<file path="config.mk">
export PLATFORM = sky130hd
export DESIGN_NAME = lan_controller_host_port
export DESIGN_NICKNAME = d
export VERILOG_FILES = /design/src/hw/lan_host_port_pkg.sv /design/src/hw/req_if.sv /design/src/hw/req_splitter.sv /design/src/hw/cfg_gate.sv /design/src/hw/lan_controller_host_port.sv
export VERILOG_INCLUDE_DIRS = /design/src /design/src/hw
export SDC_FILE = /design/constraint.sdc
export NUM_CORES = 1
export LEC_CHECK = 0
export BUFFER_PORTS_ARGS = -buffer_cell sky130_fd_sc_hd__buf_2
export CORE_ASPECT_RATIO = 0.6
export CORE_UTILIZATION = 30
export DETAILED_ROUTE_END_ITERATION = 8
export MAX_ROUTING_LAYER = met4
export PLACE_DENSITY = 0.67
export SETUP_SLACK_MARGIN = 0.5
export SLEW_MARGIN = 20
export SYNTH_ARGS = -nofsm -noshare
export SYNTH_HDL_FRONTEND = slang
export SYNTH_SLANG_ARGS = --single-unit
</file>
<file path="constraint.sdc">
create_clock -name CLK_IN -period 11.6 [get_ports CLK_IN]
set_input_delay 2.32 -clock CLK_IN [delete_from_list [all_inputs] [get_ports CLK_IN]]
set_output_delay 2.32 -clock CLK_IN [all_outputs]
set_load 0.02 [all_outputs]
</file>
<file path="src/hw/lan_host_port_params.svh">
// constants and contract of the lan controller host port
`ifndef LAN_HOST_PORT_PARAMS_SVH
`define LAN_HOST_PORT_PARAMS_SVH
`define PAGE_BYTES        13'h1000
`define MAX_READ_BYTES    13'h0080
`define RX_BUF_MIN        15'h0100
`define RX_BUF_MAX        15'h4000
`define FIFO_STEP_BYTES   16'h0400
`define PKT_BUF_BYTES     16'h8000
`define JUMBO_MAX_BYTES   14'h233A
`define LINK_RATE_MBPS    11'h4E2
`endif

</file>
<file path="src/hw/lan_host_port_pkg.sv">
// types shared by the lan controller host port
package lan_host_port_pkg;
  typedef enum logic [1:0] {SPD_10, SPD_100, SPD_1000} speed_e;
  typedef enum logic [1:0] {SB_100K, SB_400K, SB_1M} sb_rate_e;
  typedef enum logic [1:0] {PWR_S0, PWR_SX, PWR_DEEP} power_e;
  typedef enum logic [2:0] {CPL_SC, CPL_UR, CPL_CRS, CPL_CA, CPL_NONE} cpl_e;
endpackage : lan_host_port_pkg

</file>
<file path="src/hw/req_if.sv">
// request carrier between the splitter and the main module
`timescale 1ns/1ps
`default_nettype none
interface req_if;
  logic        valid;
  logic        ready;
  logic [63:0] addr;
  logic [12:0] len;
  logic        last;
  modport src (output valid, output addr, output len, output last, input ready);
  modport dst (input valid, input addr, input len, input last, output ready);
endinterface : req_if
`default_nettype wire

</file>
<file path="src/hw/req_splitter.sv">
// splits a dma request into page-safe pieces, size-capped for reads only
`timescale 1ns/1ps
`default_nettype none
`include "lan_host_port_params.svh"
module req_splitter import lan_host_port_pkg::*; (
  input  wire logic        clk,
  input  wire logic        rst,
  input  wire logic        start,
  input  wire logic        is_read,
  input  wire logic [63:0] base,
  input  wire logic [15:0] total,
  output logic             busy,
  req_if.src               out
);
  logic [63:0] addr;
  logic [15:0] left;
  logic        rd;
  logic [12:0] to_page;
  logic [12:0] cap;
  logic [12:0] piece;
  always_comb begin
    to_page = `PAGE_BYTES - {1'b0, addr[11:0]};
    cap     = rd ? (`MAX_READ_BYTES - {6'h00, addr[6:0]}) : to_page;
    if (cap > to_page) begin
      cap = to_page;
    end
    piece = (left < {3'h0, cap}) ? left[12:0] : cap;
  end
  assign busy      = left != 16'h0000;
  assign out.valid = busy;
  assign out.addr  = addr;
  assign out.len   = piece;
  assign out.last  = left == {3'h0, piece};
  always_ff @(posedge clk or posedge rst) begin
    if (rst) begin
      addr <= 64'h0;
      left <= 16'h0000;
      rd   <= 1'b0;
    end else if (!busy && start) begin
      addr <= base;
      left <= total;
      rd   <= is_read;
    end else if (busy && out.ready) begin
      addr <= addr + {51'h0, piece};
      left <= left - {3'h0, piece};
    end
  end
  no_cross_a: assert property (@(posedge clk) disable iff (rst)
    out.valid |-> ({1'b0, out.addr[11:0]} + out.len) <= `PAGE_BYTES)
    else $error("request crosses page");
  read_cap_a: assert property (@(posedge clk) disable iff (rst)
    (out.valid && rd) |-> ({6'h00, out.addr[6:0]} + out.len) <= `MAX_READ_BYTES)
    else $error("read exceeds cap");
endmodule : req_splitter
`default_nettype wire

</file>
<file path="src/hw/cfg_gate.sv">
// answers configuration and malformed requests
`timescale 1ns/1ps
`default_nettype none
`include "lan_host_port_params.svh"
module cfg_gate import lan_host_port_pkg::*; (
  input  wire logic clk,
  input  wire logic rst,
  input  wire logic nvm_done,
  input  wire logic req_valid,
  input  wire logic req_cfg,
  input  wire logic req_posted,
  input  wire logic req_bad,
  input  wire logic req_unsup,
  input  wire logic serr_en,
  input  wire logic ur_rep_en,
  input  wire logic ur_clear,
  output cpl_e      cpl,
  output logic      accept,
  output logic      serr,
  output logic      unsupported_req_detected
);
  always_ff @(posedge clk or posedge rst) begin
    if (rst) begin
      cpl    <= CPL_NONE;
      accept <= 1'b0;
      serr   <= 1'b0;
    end else begin
      cpl    <= CPL_NONE;
      accept <= 1'b0;
      serr   <= 1'b0;
      if (req_valid) begin
        if (req_cfg && !nvm_done) begin
          cpl <= CPL_CRS;
        end else if (req_unsup) begin
          cpl  <= req_posted ? CPL_NONE : CPL_UR;
          serr <= serr_en && ur_rep_en;
        end else if (req_bad) begin
          cpl  <= req_posted ? CPL_NONE : CPL_CA;
          serr <= req_posted && serr_en && ur_rep_en;
        end else begin
          accept <= 1'b1;
          cpl    <= req_posted ? CPL_NONE : CPL_SC;
        end
      end
    end
  end
  // set wins over clear
  always_ff @(posedge clk or posedge rst) begin
    if (rst) begin
      unsupported_req_detected <= 1'b0;
    end else if (req_valid && req_unsup && !(req_cfg && !nvm_done)) begin
      unsupported_req_detected <= 1'b1;
    end else if (ur_clear) begin
      unsupported_req_detected <= 1'b0;
    end
  end
  crs_a: assert property (@(posedge clk) disable iff (rst)
    (req_valid && req_cfg && !nvm_done) |=> (cpl == CPL_CRS && !accept))
    else $error("config not retried");
  ur_flag_a: assert property (@(posedge clk) disable iff (rst)
    (req_valid && req_unsup && !req_cfg) |=> unsupported_req_detected && !accept)
    else $error("unsupported flag missing");
  ca_a: assert property (@(posedge clk) disable iff (rst)
    (req_valid && req_bad && !req_unsup && !req_posted && !req_cfg) |=> cpl == CPL_CA)
    else $error("abort completion missing");
endmodule : cfg_gate
`default_nettype wire

</file>
<file path="src/hw/lan_controller_host_port.sv">
// top of the lan controller host port
`timescale 1ns/1ps
`default_nettype none
`include "lan_host_port_params.svh"
module lan_controller_host_port import lan_host_port_pkg::*; #(
  parameter int RX_QUEUES = 2
) (
  // clock and resets
  input  wire logic        CLK_IN,
  input  wire logic        RESET_IN,
  input  wire logic        SOFT_RESET_IN,
  // power and phy pins
  input  wire power_e      POWER_STATE_IN,
  input  wire logic        CTRL_ENABLE_IN,
  input  wire logic        PHY_OFF_REQ_IN,
  input  wire logic        WAKE_KEEP_IN,
  input  wire logic        WAKE_PULL_CFG_IN,
  input  wire logic        IN_N_A_IN,
  output logic             PHY_POWER_CTL_OUT,
  output logic             LAN_SLEEP_CTL_N_OUT,
  output logic             WAKE_PULLDOWN_EN_OUT,
  output logic             WAKE_EVENT_OUT,
  // link settings
  input  wire sb_rate_e    SB_RATE_IN,
  input  wire speed_e      SPEED_REQ_IN,
  input  wire logic        HALF_DUPLEX_REQ_IN,
  input  wire logic        NVM_DONE_IN,
  output sb_rate_e         SB_RATE_OUT,
  output speed_e           SPEED_OUT,
  output logic             HALF_DUPLEX_OUT,
  output logic             MGMT_ONLY_OUT,
  output logic [10:0]      LINK_RATE_MBPS_OUT,
  // buffer settings
  input  wire logic [14:0] RX_BUF_SIZE_IN,
  input  wire logic [4:0]  RX_FIFO_KB_IN,
  output logic [14:0]      RX_BUF_SIZE_OUT,
  output logic [15:0]      RX_FIFO_BYTES_OUT,
  output logic [15:0]      TX_FIFO_BYTES_OUT,
  // receive filter
  input  wire logic        FRAME_VALID_IN,
  input  wire logic [47:0] FRAME_DA_IN,
  input  wire logic [13:0] FRAME_LEN_IN,
  input  wire logic [31:0] FRAME_HASH_IN,
  input  wire logic [47:0] UNICAST_ADDR_IN,
  input  wire logic [63:0] MCAST_TABLE_IN,
  input  wire logic        BCAST_EN_IN,
  input  wire logic        PROMISC_IN,
  output logic             FRAME_ACCEPT_OUT,
  output logic             FRAME_QUEUE_OUT,
  // dma requests
  input  wire logic        DMA_START_IN,
  input  wire logic        DMA_READ_IN,
  input  wire logic [63:0] DMA_ADDR_IN,
  input  wire logic [15:0] DMA_LEN_IN,
  input  wire logic        DMA_READY_IN,
  output logic             DMA_BUSY_OUT,
  output logic             DMA_VALID_OUT,
  output logic [63:0]      DMA_ADDR_OUT,
  output logic [12:0]      DMA_LEN_OUT,
  output logic             DMA_LAST_OUT,
  // incoming requests
  input  wire logic        REQ_VALID_IN,
  input  wire logic        REQ_CFG_IN,
  input  wire logic        REQ_POSTED_IN,
  input  wire logic        REQ_BAD_IN,
  input  wire logic        REQ_UNSUP_IN,
  input  wire logic        SERR_EN_IN,
  input  wire logic        UR_REPORT_EN_IN,
  input  wire logic        UR_CLEAR_IN,
  output cpl_e             CPL_OUT,
  output logic             REQ_ACCEPT_OUT,
  output logic             SERR_OUT,
  output logic             UR_DETECTED_OUT
);
  logic   soft_rst;
  logic   in_s0;
  logic   sleep_deasserted;
  logic   frame_ok;
  logic   mc_hit;
  speed_e next_speed;
  logic [14:0] next_buf;
  logic [4:0]  fifo_kb;
  req_if  rq ();

  // soft reset clears the datapath; config space stays on RESET_IN
  assign soft_rst = RESET_IN | SOFT_RESET_IN;
  assign in_s0    = POWER_STATE_IN == PWR_S0;

  always_ff @(posedge CLK_IN or posedge RESET_IN) begin
    if (RESET_IN) begin
      LAN_SLEEP_CTL_N_OUT <= 1'b0;
    end else if (!CTRL_ENABLE_IN) begin
      LAN_SLEEP_CTL_N_OUT <= 1'b0;
    end else if (in_s0) begin
      LAN_SLEEP_CTL_N_OUT <= 1'b1;
    end else begin
      LAN_SLEEP_CTL_N_OUT <= WAKE_KEEP_IN;
    end
  end
  assign sleep_deasserted = LAN_SLEEP_CTL_N_OUT;

  // in s0, driving low needs sleep deasserted; outside s0 it is driven low even while sleep is asserted
  always_ff @(posedge CLK_IN or posedge RESET_IN) begin
    if (RESET_IN) begin
      PHY_POWER_CTL_OUT <= 1'b0;
    end else if (!in_s0) begin
      PHY_POWER_CTL_OUT <= 1'b0;
    end else begin
      PHY_POWER_CTL_OUT <= !(PHY_OFF_REQ_IN && sleep_deasserted);
    end
  end

  always_ff @(posedge CLK_IN or posedge RESET_IN) begin
    if (RESET_IN) begin
      WAKE_PULLDOWN_EN_OUT <= 1'b0;
      WAKE_EVENT_OUT       <= 1'b0;
    end else begin
      WAKE_PULLDOWN_EN_OUT <= (POWER_STATE_IN == PWR_DEEP) && !WAKE_PULL_CFG_IN;
      WAKE_EVENT_OUT       <= !IN_N_A_IN && !in_s0;
    end
  end

  always_comb begin
    next_speed = SPEED_REQ_IN;
    if (!in_s0 && SPEED_REQ_IN == SPD_1000) begin
      next_speed = SPD_100;
    end
    next_buf = RX_BUF_SIZE_IN;
    if (RX_BUF_SIZE_IN < `RX_BUF_MIN) begin
      next_buf = `RX_BUF_MIN;
    end else if (RX_BUF_SIZE_IN > `RX_BUF_MAX) begin
      next_buf = `RX_BUF_MAX;
    end
    fifo_kb = (RX_FIFO_KB_IN > 5'h1F) ? 5'h1F : RX_FIFO_KB_IN;
  end

  always_ff @(posedge CLK_IN or posedge soft_rst) begin
    if (soft_rst) begin
      SPEED_OUT         <= SPD_10;
      HALF_DUPLEX_OUT   <= 1'b0;
      SB_RATE_OUT       <= SB_100K;
      MGMT_ONLY_OUT     <= 1'b0;
      RX_BUF_SIZE_OUT   <= `RX_BUF_MIN;
      RX_FIFO_BYTES_OUT <= 16'h4000;
      TX_FIFO_BYTES_OUT <= 16'h4000;
    end else begin
      SPEED_OUT         <= next_speed;
      HALF_DUPLEX_OUT   <= HALF_DUPLEX_REQ_IN && next_speed != SPD_1000;
      SB_RATE_OUT       <= SB_RATE_IN;
      MGMT_ONLY_OUT     <= !in_s0;
      RX_BUF_SIZE_OUT   <= next_buf;
      RX_FIFO_BYTES_OUT <= {1'b0, fifo_kb, 10'h000};
      TX_FIFO_BYTES_OUT <= `PKT_BUF_BYTES - {1'b0, fifo_kb, 10'h000};
    end
  end
  // fixed rate; phy presence is never probed, the nvm loads the port
  assign LINK_RATE_MBPS_OUT = `LINK_RATE_MBPS;

  always_comb begin
    mc_hit   = FRAME_DA_IN[40] && MCAST_TABLE_IN[FRAME_DA_IN[47:42]];
    frame_ok = PROMISC_IN
             || (FRAME_DA_IN == UNICAST_ADDR_IN)
             || (BCAST_EN_IN && FRAME_DA_IN == 48'hFFFFFFFFFFFF)
             || (mc_hit && FRAME_DA_IN != 48'hFFFFFFFFFFFF);
  end

  always_ff @(posedge CLK_IN or posedge soft_rst) begin
    if (soft_rst) begin
      FRAME_ACCEPT_OUT <= 1'b0;
      FRAME_QUEUE_OUT  <= 1'b0;
    end else begin
      FRAME_ACCEPT_OUT <= FRAME_VALID_IN && frame_ok && FRAME_LEN_IN <= `JUMBO_MAX_BYTES;
      FRAME_QUEUE_OUT  <= FRAME_HASH_IN[0] && RX_QUEUES > 1;
    end
  end

  req_splitter u_split (
    .clk     (CLK_IN),
    .rst     (soft_rst),
    .start   (DMA_START_IN),
    .is_read (DMA_READ_IN),
    .base    (DMA_ADDR_IN),
    .total   (DMA_LEN_IN),
    .busy    (DMA_BUSY_OUT),
    .out     (rq.src)
  );
  assign rq.ready      = DMA_READY_IN;
  assign DMA_VALID_OUT = rq.valid;
  assign DMA_ADDR_OUT  = rq.addr;
  assign DMA_LEN_OUT   = rq.len;
  assign DMA_LAST_OUT  = rq.last;

  // error flags live in config space, so RESET_IN clears them, not SOFT_RESET_IN; UR_CLEAR_IN also clears the UR flag
  cfg_gate u_gate (
    .clk                      (CLK_IN),
    .rst                      (RESET_IN),
    .nvm_done                 (NVM_DONE_IN),
    .req_valid                (REQ_VALID_IN),
    .req_cfg                  (REQ_CFG_IN),
    .req_posted               (REQ_POSTED_IN),
    .req_bad                  (REQ_BAD_IN),
    .req_unsup                (REQ_UNSUP_IN),
    .serr_en                  (SERR_EN_IN),
    .ur_rep_en                (UR_REPORT_EN_IN),
    .ur_clear                 (UR_CLEAR_IN),
    .cpl                      (CPL_OUT),
    .accept                   (REQ_ACCEPT_OUT),
    .serr                     (SERR_OUT),
    .unsupported_req_detected (UR_DETECTED_OUT)
  );

  phy_low_a: assert property (@(posedge CLK_IN) disable iff (RESET_IN)
    !in_s0 |=> !PHY_POWER_CTL_OUT)
    else $error("phy power high in sleep");
  sleep_s0_a: assert property (@(posedge CLK_IN) disable iff (RESET_IN)
    (in_s0 && CTRL_ENABLE_IN) |=> LAN_SLEEP_CTL_N_OUT)
    else $error("sleep control asserted in s0");
  pc_gate_a: assert property (@(posedge CLK_IN) disable iff (RESET_IN)
    ($fell(PHY_POWER_CTL_OUT) && in_s0) |-> $past(LAN_SLEEP_CTL_N_OUT))
    else $error("phy off while sleep asserted");
  pulldown_a: assert property (@(posedge CLK_IN) disable iff (RESET_IN)
    (POWER_STATE_IN == PWR_DEEP && WAKE_PULL_CFG_IN) |=> !WAKE_PULLDOWN_EN_OUT)
    else $error("pulldown on when driven");
  gig_s0_a: assert property (@(posedge CLK_IN) disable iff (soft_rst)
    !in_s0 |=> SPEED_OUT != SPD_1000)
    else $error("gigabit outside s0");
  half_a: assert property (@(posedge CLK_IN) disable iff (soft_rst)
    HALF_DUPLEX_OUT |-> SPEED_OUT != SPD_1000)
    else $error("half duplex at gigabit");
  // registered settings follow their inputs one edge later
  buf_low_a: assert property (@(posedge CLK_IN) disable iff (soft_rst)
    (RX_BUF_SIZE_IN < `RX_BUF_MIN) |=> RX_BUF_SIZE_OUT == `RX_BUF_MIN)
    else $error("buffer size below minimum");
  buf_high_a: assert property (@(posedge CLK_IN) disable iff (soft_rst)
    (RX_BUF_SIZE_IN > `RX_BUF_MAX) |=> RX_BUF_SIZE_OUT == `RX_BUF_MAX)
    else $error("buffer size above maximum");
  buf_pass_a: assert property (@(posedge CLK_IN) disable iff (soft_rst)
    (RX_BUF_SIZE_IN >= `RX_BUF_MIN && RX_BUF_SIZE_IN <= `RX_BUF_MAX) |=> RX_BUF_SIZE_OUT == $past(RX_BUF_SIZE_IN))
    else $error("buffer size not taken");
  buf_range_a: assert property (@(posedge CLK_IN) disable iff (soft_rst)
    (RX_BUF_SIZE_OUT >= `RX_BUF_MIN) && (RX_BUF_SIZE_OUT <= `RX_BUF_MAX))
    else $error("buffer size out of range");
  fifo_step_a: assert property (@(posedge CLK_IN) disable iff (soft_rst)
    RX_FIFO_BYTES_OUT[9:0] == 10'h000)
    else $error("fifo split off step");
  fifo_prog_a: assert property (@(posedge CLK_IN) disable iff (soft_rst)
    1'b1 |=> RX_FIFO_BYTES_OUT == {1'b0, $past(RX_FIFO_KB_IN), 10'h000})
    else $error("fifo split not taken");
  fifo_sum_a: assert property (@(posedge CLK_IN) disable iff (soft_rst)
    (17'(RX_FIFO_BYTES_OUT) + 17'(TX_FIFO_BYTES_OUT)) == 17'(`PKT_BUF_BYTES))
    else $error("fifo split not whole buffer");
  sb_rate_a: assert property (@(posedge CLK_IN) disable iff (soft_rst)
    1'b1 |=> SB_RATE_OUT == $past(SB_RATE_IN))
    else $error("sideband rate not taken");
  mgmt_sx_a: assert property (@(posedge CLK_IN) disable iff (soft_rst)
    !in_s0 |=> MGMT_ONLY_OUT)
    else $error("data traffic in sleep");
  mgmt_s0_a: assert property (@(posedge CLK_IN) disable iff (soft_rst)
    in_s0 |=> !MGMT_ONLY_OUT)
    else $error("management only in s0");
  half_req_a: assert property (@(posedge CLK_IN) disable iff (soft_rst)
    (HALF_DUPLEX_REQ_IN && SPEED_REQ_IN != SPD_1000) |=> HALF_DUPLEX_OUT)
    else $error("half duplex refused at low speed");
  gig_keep_a: assert property (@(posedge CLK_IN) disable iff (soft_rst)
    (in_s0 && SPEED_REQ_IN == SPD_1000) |=> SPEED_OUT == SPD_1000)
    else $error("gigabit refused in s0");
  jumbo_a: assert property (@(posedge CLK_IN) disable iff (soft_rst)
    (FRAME_VALID_IN && FRAME_LEN_IN > `JUMBO_MAX_BYTES) |=> !FRAME_ACCEPT_OUT)
    else $error("oversize frame accepted");
  promisc_a: assert property (@(posedge CLK_IN) disable iff (soft_rst)
    (FRAME_VALID_IN && PROMISC_IN && FRAME_LEN_IN <= `JUMBO_MAX_BYTES) |=> FRAME_ACCEPT_OUT)
    else $error("promiscuous frame dropped");
  ucast_a: assert property (@(posedge CLK_IN) disable iff (soft_rst)
    (FRAME_VALID_IN && FRAME_DA_IN == UNICAST_ADDR_IN && FRAME_LEN_IN <= `JUMBO_MAX_BYTES) |=> FRAME_ACCEPT_OUT)
    else $error("unicast frame dropped");
  bcast_a: assert property (@(posedge CLK_IN) disable iff (soft_rst)
    (FRAME_VALID_IN && !PROMISC_IN && !BCAST_EN_IN && FRAME_DA_IN == 48'hFFFFFFFFFFFF
     && UNICAST_ADDR_IN != 48'hFFFFFFFFFFFF) |=> !FRAME_ACCEPT_OUT)
    else $error("broadcast accepted while off");
  no_frame_a: assert property (@(posedge CLK_IN) disable iff (soft_rst)
    !FRAME_VALID_IN |=> !FRAME_ACCEPT_OUT)
    else $error("accept without frame");
  queue_hi_a: assert property (@(posedge CLK_IN) disable iff (soft_rst)
    (FRAME_HASH_IN[0] && RX_QUEUES > 1) |=> FRAME_QUEUE_OUT)
    else $error("hash not on second queue");
  queue_lo_a: assert property (@(posedge CLK_IN) disable iff (soft_rst)
    !FRAME_HASH_IN[0] |=> !FRAME_QUEUE_OUT)
    else $error("hash not on first queue");
  sleep_off_a: assert property (@(posedge CLK_IN) disable iff (RESET_IN)
    !CTRL_ENABLE_IN |=> !LAN_SLEEP_CTL_N_OUT)
    else $error("sleep control high while disabled");
  sleep_keep_a: assert property (@(posedge CLK_IN) disable iff (RESET_IN)
    (CTRL_ENABLE_IN && !in_s0) |=> LAN_SLEEP_CTL_N_OUT == $past(WAKE_KEEP_IN))
    else $error("sleep control ignores wake state");
  pulldown_on_a: assert property (@(posedge CLK_IN) disable iff (RESET_IN)
    (POWER_STATE_IN == PWR_DEEP && !WAKE_PULL_CFG_IN) |=> WAKE_PULLDOWN_EN_OUT)
    else $error("pulldown off when undriven");
  pulldown_off_a: assert property (@(posedge CLK_IN) disable iff (RESET_IN)
    (POWER_STATE_IN != PWR_DEEP) |=> !WAKE_PULLDOWN_EN_OUT)
    else $error("pulldown on outside deep sleep");
  phy_on_a: assert property (@(posedge CLK_IN) disable iff (RESET_IN)
    (in_s0 && !PHY_OFF_REQ_IN) |=> PHY_POWER_CTL_OUT)
    else $error("phy off without request");
  wake_evt_a: assert property (@(posedge CLK_IN) disable iff (RESET_IN)
    (!IN_N_A_IN && !in_s0) |=> WAKE_EVENT_OUT)
    else $error("wake input missed");
  wake_s0_a: assert property (@(posedge CLK_IN) disable iff (RESET_IN)
    in_s0 |=> !WAKE_EVENT_OUT)
    else $error("wake event in s0");
endmodule : lan_controller_host_port
`default_nettype wire

</file>
# ---- After elaboration in Yosys (flattened, before gate mapping)
# Index checks and enable logic that the tools add are counted.
dict set report totals {
  regBits 135
  wordCells 105
  out_inout_bits 156
}
dict set report op_classes {
  magnitude_cmp 7
  n_eq_ne 7
  n_mux 33
  n_addsub 5
  bitwise_logic 1
  reduce_logical 32
}
# cell count
set ops {}
lappend ops {{two-way mux 64 bit} 2}
lappend ops {{adder 64 x 13 -> 64 bit} 1}
lappend ops {{equality test 48 bit} 1}
lappend ops {{equality test 48 bit (second input constant)} 1}
lappend ops {{!= test 48 bit (second input constant)} 1}
lappend ops {{two-way mux 13 bit} 3}
lappend ops {{two-way mux 16 bit} 2}
lappend ops {{two-way mux 15 bit} 2}
lappend ops {{two-way mux 3 bit} 7}
lappend ops {{logical AND 1 bit} 18}
lappend ops {{equality test 16 x 13 -> 1 bit} 1}
lappend ops {{less-than comparator 16 x 13 -> 1 bit} 1}
lappend ops {{nonzero test 16 bit} 1}
lappend ops {{subtractor 16 x 13 -> 16 bit} 1}
lappend ops {{subtractor 16 x 15 -> 16 bit (first input constant)} 1}
lappend ops {{greater-than comparator 15 bit (second input constant)} 1}
lappend ops {{less-than comparator 15 x 9 -> 1 bit (second input constant)} 1}
lappend ops {{<= comparator 14 bit (second input constant)} 1}
lappend ops {{two-way mux 1 bit} 14}
lappend ops {{greater-than comparator 13 bit} 1}
lappend ops {{subtractor 13 x 12 -> 13 bit (first input constant)} 1}
lappend ops {{subtractor 8 x 7 -> 9 bit (first input constant)} 1}
lappend ops {{zero test 1 bit} 7}
lappend ops {{less-than comparator 6 x 7 -> 1 bit (second input constant)} 1}
lappend ops {{other kinds (10)} 14}

# ---- Longest topological paths before layout
dict set report logic_depth {
  depth_word 9
  ltp_mapped 28
  mapped_depth_nobuf 25
}

# ---- Cells and area by module
# Synthesis repeated with hierarchy kept, for this count alone.
dict set report unflattened {
  cells_unflattened 1110
  area_unflattened_um2 9840.7
}
# module n_inst area_per_inst_um2 cells_each
set by_module_without_submodules {}
lappend by_module_without_submodules {req_splitter 1 6780.3 809}
lappend by_module_without_submodules {lan_controller_host_port 1 2796.4 279}
lappend by_module_without_submodules {cfg_gate 1 264.0 22}

# ---- Worst setup path after synthesis
# No wires, ideal clock.
dict set report synth_path {
  path_kind {register -> output}
  from {reg u_split.addr[3] (netlist: u_split.out.addr[3])}
  to {out DMA_LAST_OUT}
  slack_ps 4234
  path_buffers 2
  required_time_ps 9280
  stages_incl_launch_ff 21
  t_arrival_ps 5046
  path_cell_list {dfrtp_1 clkbuf_1 nor3_1 nand3_1 or3_1 nor3_1 xor2_1 nor2_1 inv_1 ha_1 a21o_1 a21oi_1 nor2b_1 o21ai_0 nand3b_1 a21oi_1 clkbuf_1 mux2i_1 ha_1 nand4_1 nor4_1}
}
dict set report synth_between {
  elab_chain_len 7
  word_cells_on_any_way 8
  cone_classes {2 x add/sub; 2 x order compare; 1 x eq/ne; 3 x mux}
}
# element line
set synth_rtl {}
lappend synth_rtl {{from (decl)} req_splitter.sv:15} ;# logic [63:0] addr;
lappend synth_rtl {{from (signal assigned)} req_splitter.sv:40} ;# addr <= base;
lappend synth_rtl {{from (signal assigned)} req_splitter.sv:44} ;# addr <= addr + {51'h0, piece};
lappend synth_rtl {{subtractor 13 x 12 -> 13 bit (no line) / subtractor 8 x 7 -> 9 bit (equally long branches)} --}
lappend synth_rtl {{two-way mux 13 bit} req_splitter.sv:23} ;# cap = rd ? (`MAX_READ_BYTES - {6'h00, addr[6:0]}) : to_page;
lappend synth_rtl {{greater-than comparator 13 bit} req_splitter.sv:24} ;# if (cap > to_page) begin
lappend synth_rtl {{two-way mux 13 bit (*)} req_splitter.sv:24}
lappend synth_rtl {{less-than comparator 16 x 13 -> 1 bit} req_splitter.sv:27} ;# piece = (left < {3'h0, cap}) ? left[12:0] : cap;
lappend synth_rtl {{two-way mux 13 bit (*)} req_splitter.sv:27}
lappend synth_rtl {{net DMA_LEN_OUT[0]} lan_controller_host_port.sv:59} ;# output logic [12:0] DMA_LEN_OUT,
lappend synth_rtl {{equality test 16 x 13 -> 1 bit (*)} req_splitter.sv:33} ;# assign out.last = left == {3'h0, piece};
lappend synth_rtl {{to (decl)} lan_controller_host_port.sv:60} ;# output logic DMA_LAST_OUT,
# Mark *: on every way through the listed nets, which the timed path passes. The rest lies on a longest branch.

# ---- Final worst setup path
dict set report layout_path {
  from {reg u_split.addr[3] (netlist: u_split.out.addr[3])}
  to {out DMA_LAST_OUT}
}
dict set report layout_between {
  elab_chain_len 7
  word_cells_on_any_way 8
  cone_classes {2 x add/sub; 2 x order compare; 1 x eq/ne; 3 x mux}
}
# element line
set layout_rtl {}
lappend layout_rtl {{subtractor 13 x 12 -> 13 bit (no line) / subtractor 8 x 7 -> 9 bit (equally long branches)} --}
lappend layout_rtl {{two-way mux 13 bit} req_splitter.sv:23}
lappend layout_rtl {{greater-than comparator 13 bit} req_splitter.sv:24}
lappend layout_rtl {{two-way mux 13 bit (*)} req_splitter.sv:24}
lappend layout_rtl {{less-than comparator 16 x 13 -> 1 bit} req_splitter.sv:27}
lappend layout_rtl {{two-way mux 13 bit (*)} req_splitter.sv:27}
lappend layout_rtl {{equality test 16 x 13 -> 1 bit (*)} req_splitter.sv:33}
# Every way passes the cells marked *; elsewhere a longest branch is shown, timed or not.

==> flow_summary_export.csv <==
group,metric,value,unit
yosys,synth_cells,1012,
floorplanning,die_area,31500,um2
cts,cts-root-buf,"clkbuf_16",
timing,period_share,63.6,%
grt,grt_pass1_vias,8915,
floorplanning,core,30100,um2
route,drc,0,
floorplanning,num_rows,49,
cts,postCtsSetupRepairBufs,0,
worst_setup_path,cp-start-kind,"flop",
pwr,combPwrFrac,56.2,%
worst_hold_path,hp-class,"reg -> reg",
yosys,synth-edff-count,0,
pwr,p_sw_share,45.0,%
route,first_pass_iters,5,
yosys,ys.flop_type,"dfrtp_1",
yosys,synth_most_common_cell,"dfrtp_1",
worst_setup_path,cp_cell_sequence,"nor3_1 > nand3_1 > or3_1 > nor3_1 > xor2_1 > nor2_1 > inv_1 > ha_1 > a21o_1 > a21oi_1 > nor2b_1 > o21ai_0 > nand3b_1 > a21oi_2 > buf_4 > mux2i_1 > ha_1 > nand4_1 > nor4_1 > buf_2",
worst_setup_path,path_max_fanout,24,
yosys,yosysUniqueCellTypes,73,
cts,cts_tree,"yes",
route,vias_per_cell,5.11,
pwr,switchingPower,0.00126,W
final_layout,num-nets-final,1796,
worst_setup_path,crit_family,"simple AND/OR/NAND/NOR gates",
final_layout,post-route-util,41.0,%
final_layout,area_growth,33.6,%
pwr,power_frac_seq,23.1,%
pwr,power,0.00281,W
placement,placedCellCount,1808,
worst_setup_path,cpPeakStageDelay,490,ps
cts,cts_num_sinks,124,
route,final_antenna_net_count,0,
outcome,status,"finished clean",
yosys,netlist_area,9230,um2
worst_setup_path,crit_buf_inv,3,
worst_setup_path,cp.required,9280,ps
yosys,yosysSeqAreaShare,33.7,%
pwr,max-vdd-ir-drop,112,uV
grt,grt_pass1_wl,51900,um
grt,track_usage,22.5,%
pwr,p_per_area,228,nW/um2
timing,slew_violations,0,
pwr,internal_power,0.00155,W
timing,fin_crit,7380,ps
placement,place_congestion,0.944,
yosys,synth_top_area_cell,"dfrtp_1",
floorplanning,io_pins,492,
worst_setup_path,worstSetupPathType,"reg -> out",
route,drt_iter0_drc,656,
yosys,synth.top_cells.by_count,"120 x dfrtp_1, 80 x xor2_1, 74 x nand2_1",
cts,clock_latency,430,ps
timing,tns,0,ps
final_layout,drive_above_1_share,36.7,%
floorplanning,start_util,30.7,%
yosys,avgSynthCellArea,9.12,um2
worst_setup_path,crit_arrival,5060,ps
yosys,synthArstFlopShare,100,%
yosys,synth_top_area_share,32.5,%
timing,tightest_slew,1030,ps
grt,grt_max_degree,68,
yosys,synthTopCellsByArea,"dfrtp_1 33%, xor2_1 7.6%, ha_1 5.3%",
timing,final-setup-viol-count,0,
worst_setup_path,slowest_stage,"dfrtp_1",
pwr,power_frac_clock,20.7,%
timing,rsz0062_at_grt,"false",
yosys,synth_seq_cells,124,
worst_setup_path,critPathCaptureType,"primary output",
cts,clock_path_buffers,2,
grt,antenna_found_initial,11,
route,vias,9461,
route,routed_wirelength,35800,um
floorplanning,fp.dieH,138,um
pwr,leakagePower,5.77,nW
cts,clk_pin_slew,60,ps
timing,fin_skew,11.5,ps
final_layout,fin_cells,1852,
flow_run,max_cap_viol_count,0,
timing,finalHoldViolCount,0,
timing,max_freq,136,MHz
floorplanning,die-width,228,um
grt,overflow,0,
cts,cts_htree_levels,4,
route,avgRoutedWirePerCell,19.4,um
cts,cts_resized,0,
yosys,yosysWarnings,0,
cts,cts-hold-fix-buffers,0,
timing,relSlewSlack,30.3,%
placement,hpwl,28900,um
placement,portBuffers,428,
cts,cts-buffers-inserted,17,
## registers in the layout (all words and copies together), names as in the netlist
| name | flops |
|---|---|
| FRAME_ACCEPT_OUT | 1 |
| FRAME_QUEUE_OUT | 1 |
| HALF_DUPLEX_OUT | 1 |
| LAN_SLEEP_CTL_N_OUT | 1 |
| MGMT_ONLY_OUT | 1 |
| PHY_POWER_CTL_OUT | 1 |
| RX_BUF_SIZE_OUT | 15 |
| RX_FIFO_BYTES_OUT | 5 |
| SB_RATE_OUT | 2 |
| SPEED_OUT | 2 |
| TX_FIFO_BYTES_OUT | 5 |
| WAKE_EVENT_OUT | 1 |
| WAKE_PULLDOWN_EN_OUT | 1 |
| u_gate.accept | 1 |
| u_gate.cpl | 3 |
| u_gate.serr | 1 |
| u_gate.unsupported_req_detected | 1 |
| u_split.left | 16 |
| u_split.out.addr | 64 |
| u_split.rd | 1 |
## cells by family (layout without fill, tap and decap cells)
| kind of cell | after synthesis | in the layout | synth area share (%) |
|---|---|---|---|
| AO/OA/AOI/OAI | 224 | 224 | 16.0 |
| adder cells (fa/ha/maj) | 41 | 41 | 5.72 |
| XOR/XNOR | 107 | 107 | 10.2 |
| flip-flops | 124 | 124 | 33.7 |
| buffers and inverters | 118 | 508 | 6.21 |
| AND/OR/NAND/NOR | 346 | 346 | 19.9 |
| other | 2 | 44 | 0.0814 |
| multiplexers | 50 | 50 | 8.20 |
## final timing paths
| kind | from | to | slack (ps) | depth (start not counted) |
|---|---|---|---|---|
| max | u_split.out.addr[3]$_DFFE_PP0P_ | DMA_LAST_OUT | 4220 | 20 |
| min | LAN_SLEEP_CTL_N_OUT$_DFF_PP0_ | PHY_POWER_CTL_OUT$_DFF_PP0_ | 440 | 1 |
| max reg2reg | u_split.out.addr[3]$_DFFE_PP0P_ | u_split.out.addr[50]$_DFFE_PP0P_ | 4810 | 24 |
| min reg2reg | LAN_SLEEP_CTL_N_OUT$_DFF_PP0_ | PHY_POWER_CTL_OUT$_DFF_PP0_ | 440 | 1 |
| max in group asynchronous | SOFT_RESET_IN | u_split.left[10]$_DFFE_PP0P_ | 7780 | 4 |
| min in group asynchronous | RESET_IN | WAKE_EVENT_OUT$_DFF_PP0_ | 1900 | 2 |
## layout make-up
type / instances / area (um2)
fill: 3076 / 17800
tap: 408 / 510
inverter: 38 / 143
multi-input combinational: 800 / 5700
timing repair buffer: 438 / 2220
clock inverter: 11 / 168
sequential: 124 / 3110
clock buffer: 21 / 450
antenna: 12 / 30.0
## power by group through the flow
stage / combinational, W / sequential [W] / clock [W]
floorplan: 0.00112 / 0.000658 / 0
detailed placement: 0.00157 / 0.000649 / 0
finish: 0.00158 / 0.000650 / 0.000581
global placement: 0.00153 / 0.000647 / 0
global route: 0.00175 / 0.000662 / 0.000610
CTS: 0.00157 / 0.000644 / 0.000592
## layer usage
metal	global-route usage (%)	part of all wire (%)	routed length [um]	up-vias
met3	4.79	5.4	1940	44
met1	29.3	45	16100	4579
met2	33.9	47	16800	333
li1	-	-	-	4505
met4	9.69	2.8	1020	0
met5	-	0	0	-
## through the flow
| stage | hold WS, ps | area, um2 | setup slack [ps] |
|---|---|---|---|
| 2_1_floorplan | 466 | 9340 | 2570 |
| 3_3_place_gp | 430 | 11700 | 4680 |
| 3_5_place_dp | 441 | 11700 | 4540 |
| 4_1_cts | 448 | 12300 | 4210 |
| 5_1_grt | 475 | 12300 | 3720 |
| 6_report | 443 | 12300 | 4220 |
## placed cells by master, fill, tap and decap left out, drive strengths merged, types with 5 or more instances in the layout
cell type    n
a2111oi      6
a211oi      12
a21o        11
a21oi       42
a221o        7
a31oi       22
and2        14
and3        11
and4         5
buf        438
clkbuf      21
clkinv       5
conb        32
dfrtp      120
diode       12
ha          39
inv         38
mux2        15
mux2i       16
mux4        19
nand2       74
nand2b       7
nand3       33
nand4       34
nor2        70
nor2b       13
nor3        22
nor4        29
o2111ai      5
o211ai       9
o21a        10
o21ai       53
o22ai       11
o31ai       13
or3         11
or4         12
xnor2       27
xor2        80
(Power assumes the default switching activity.)
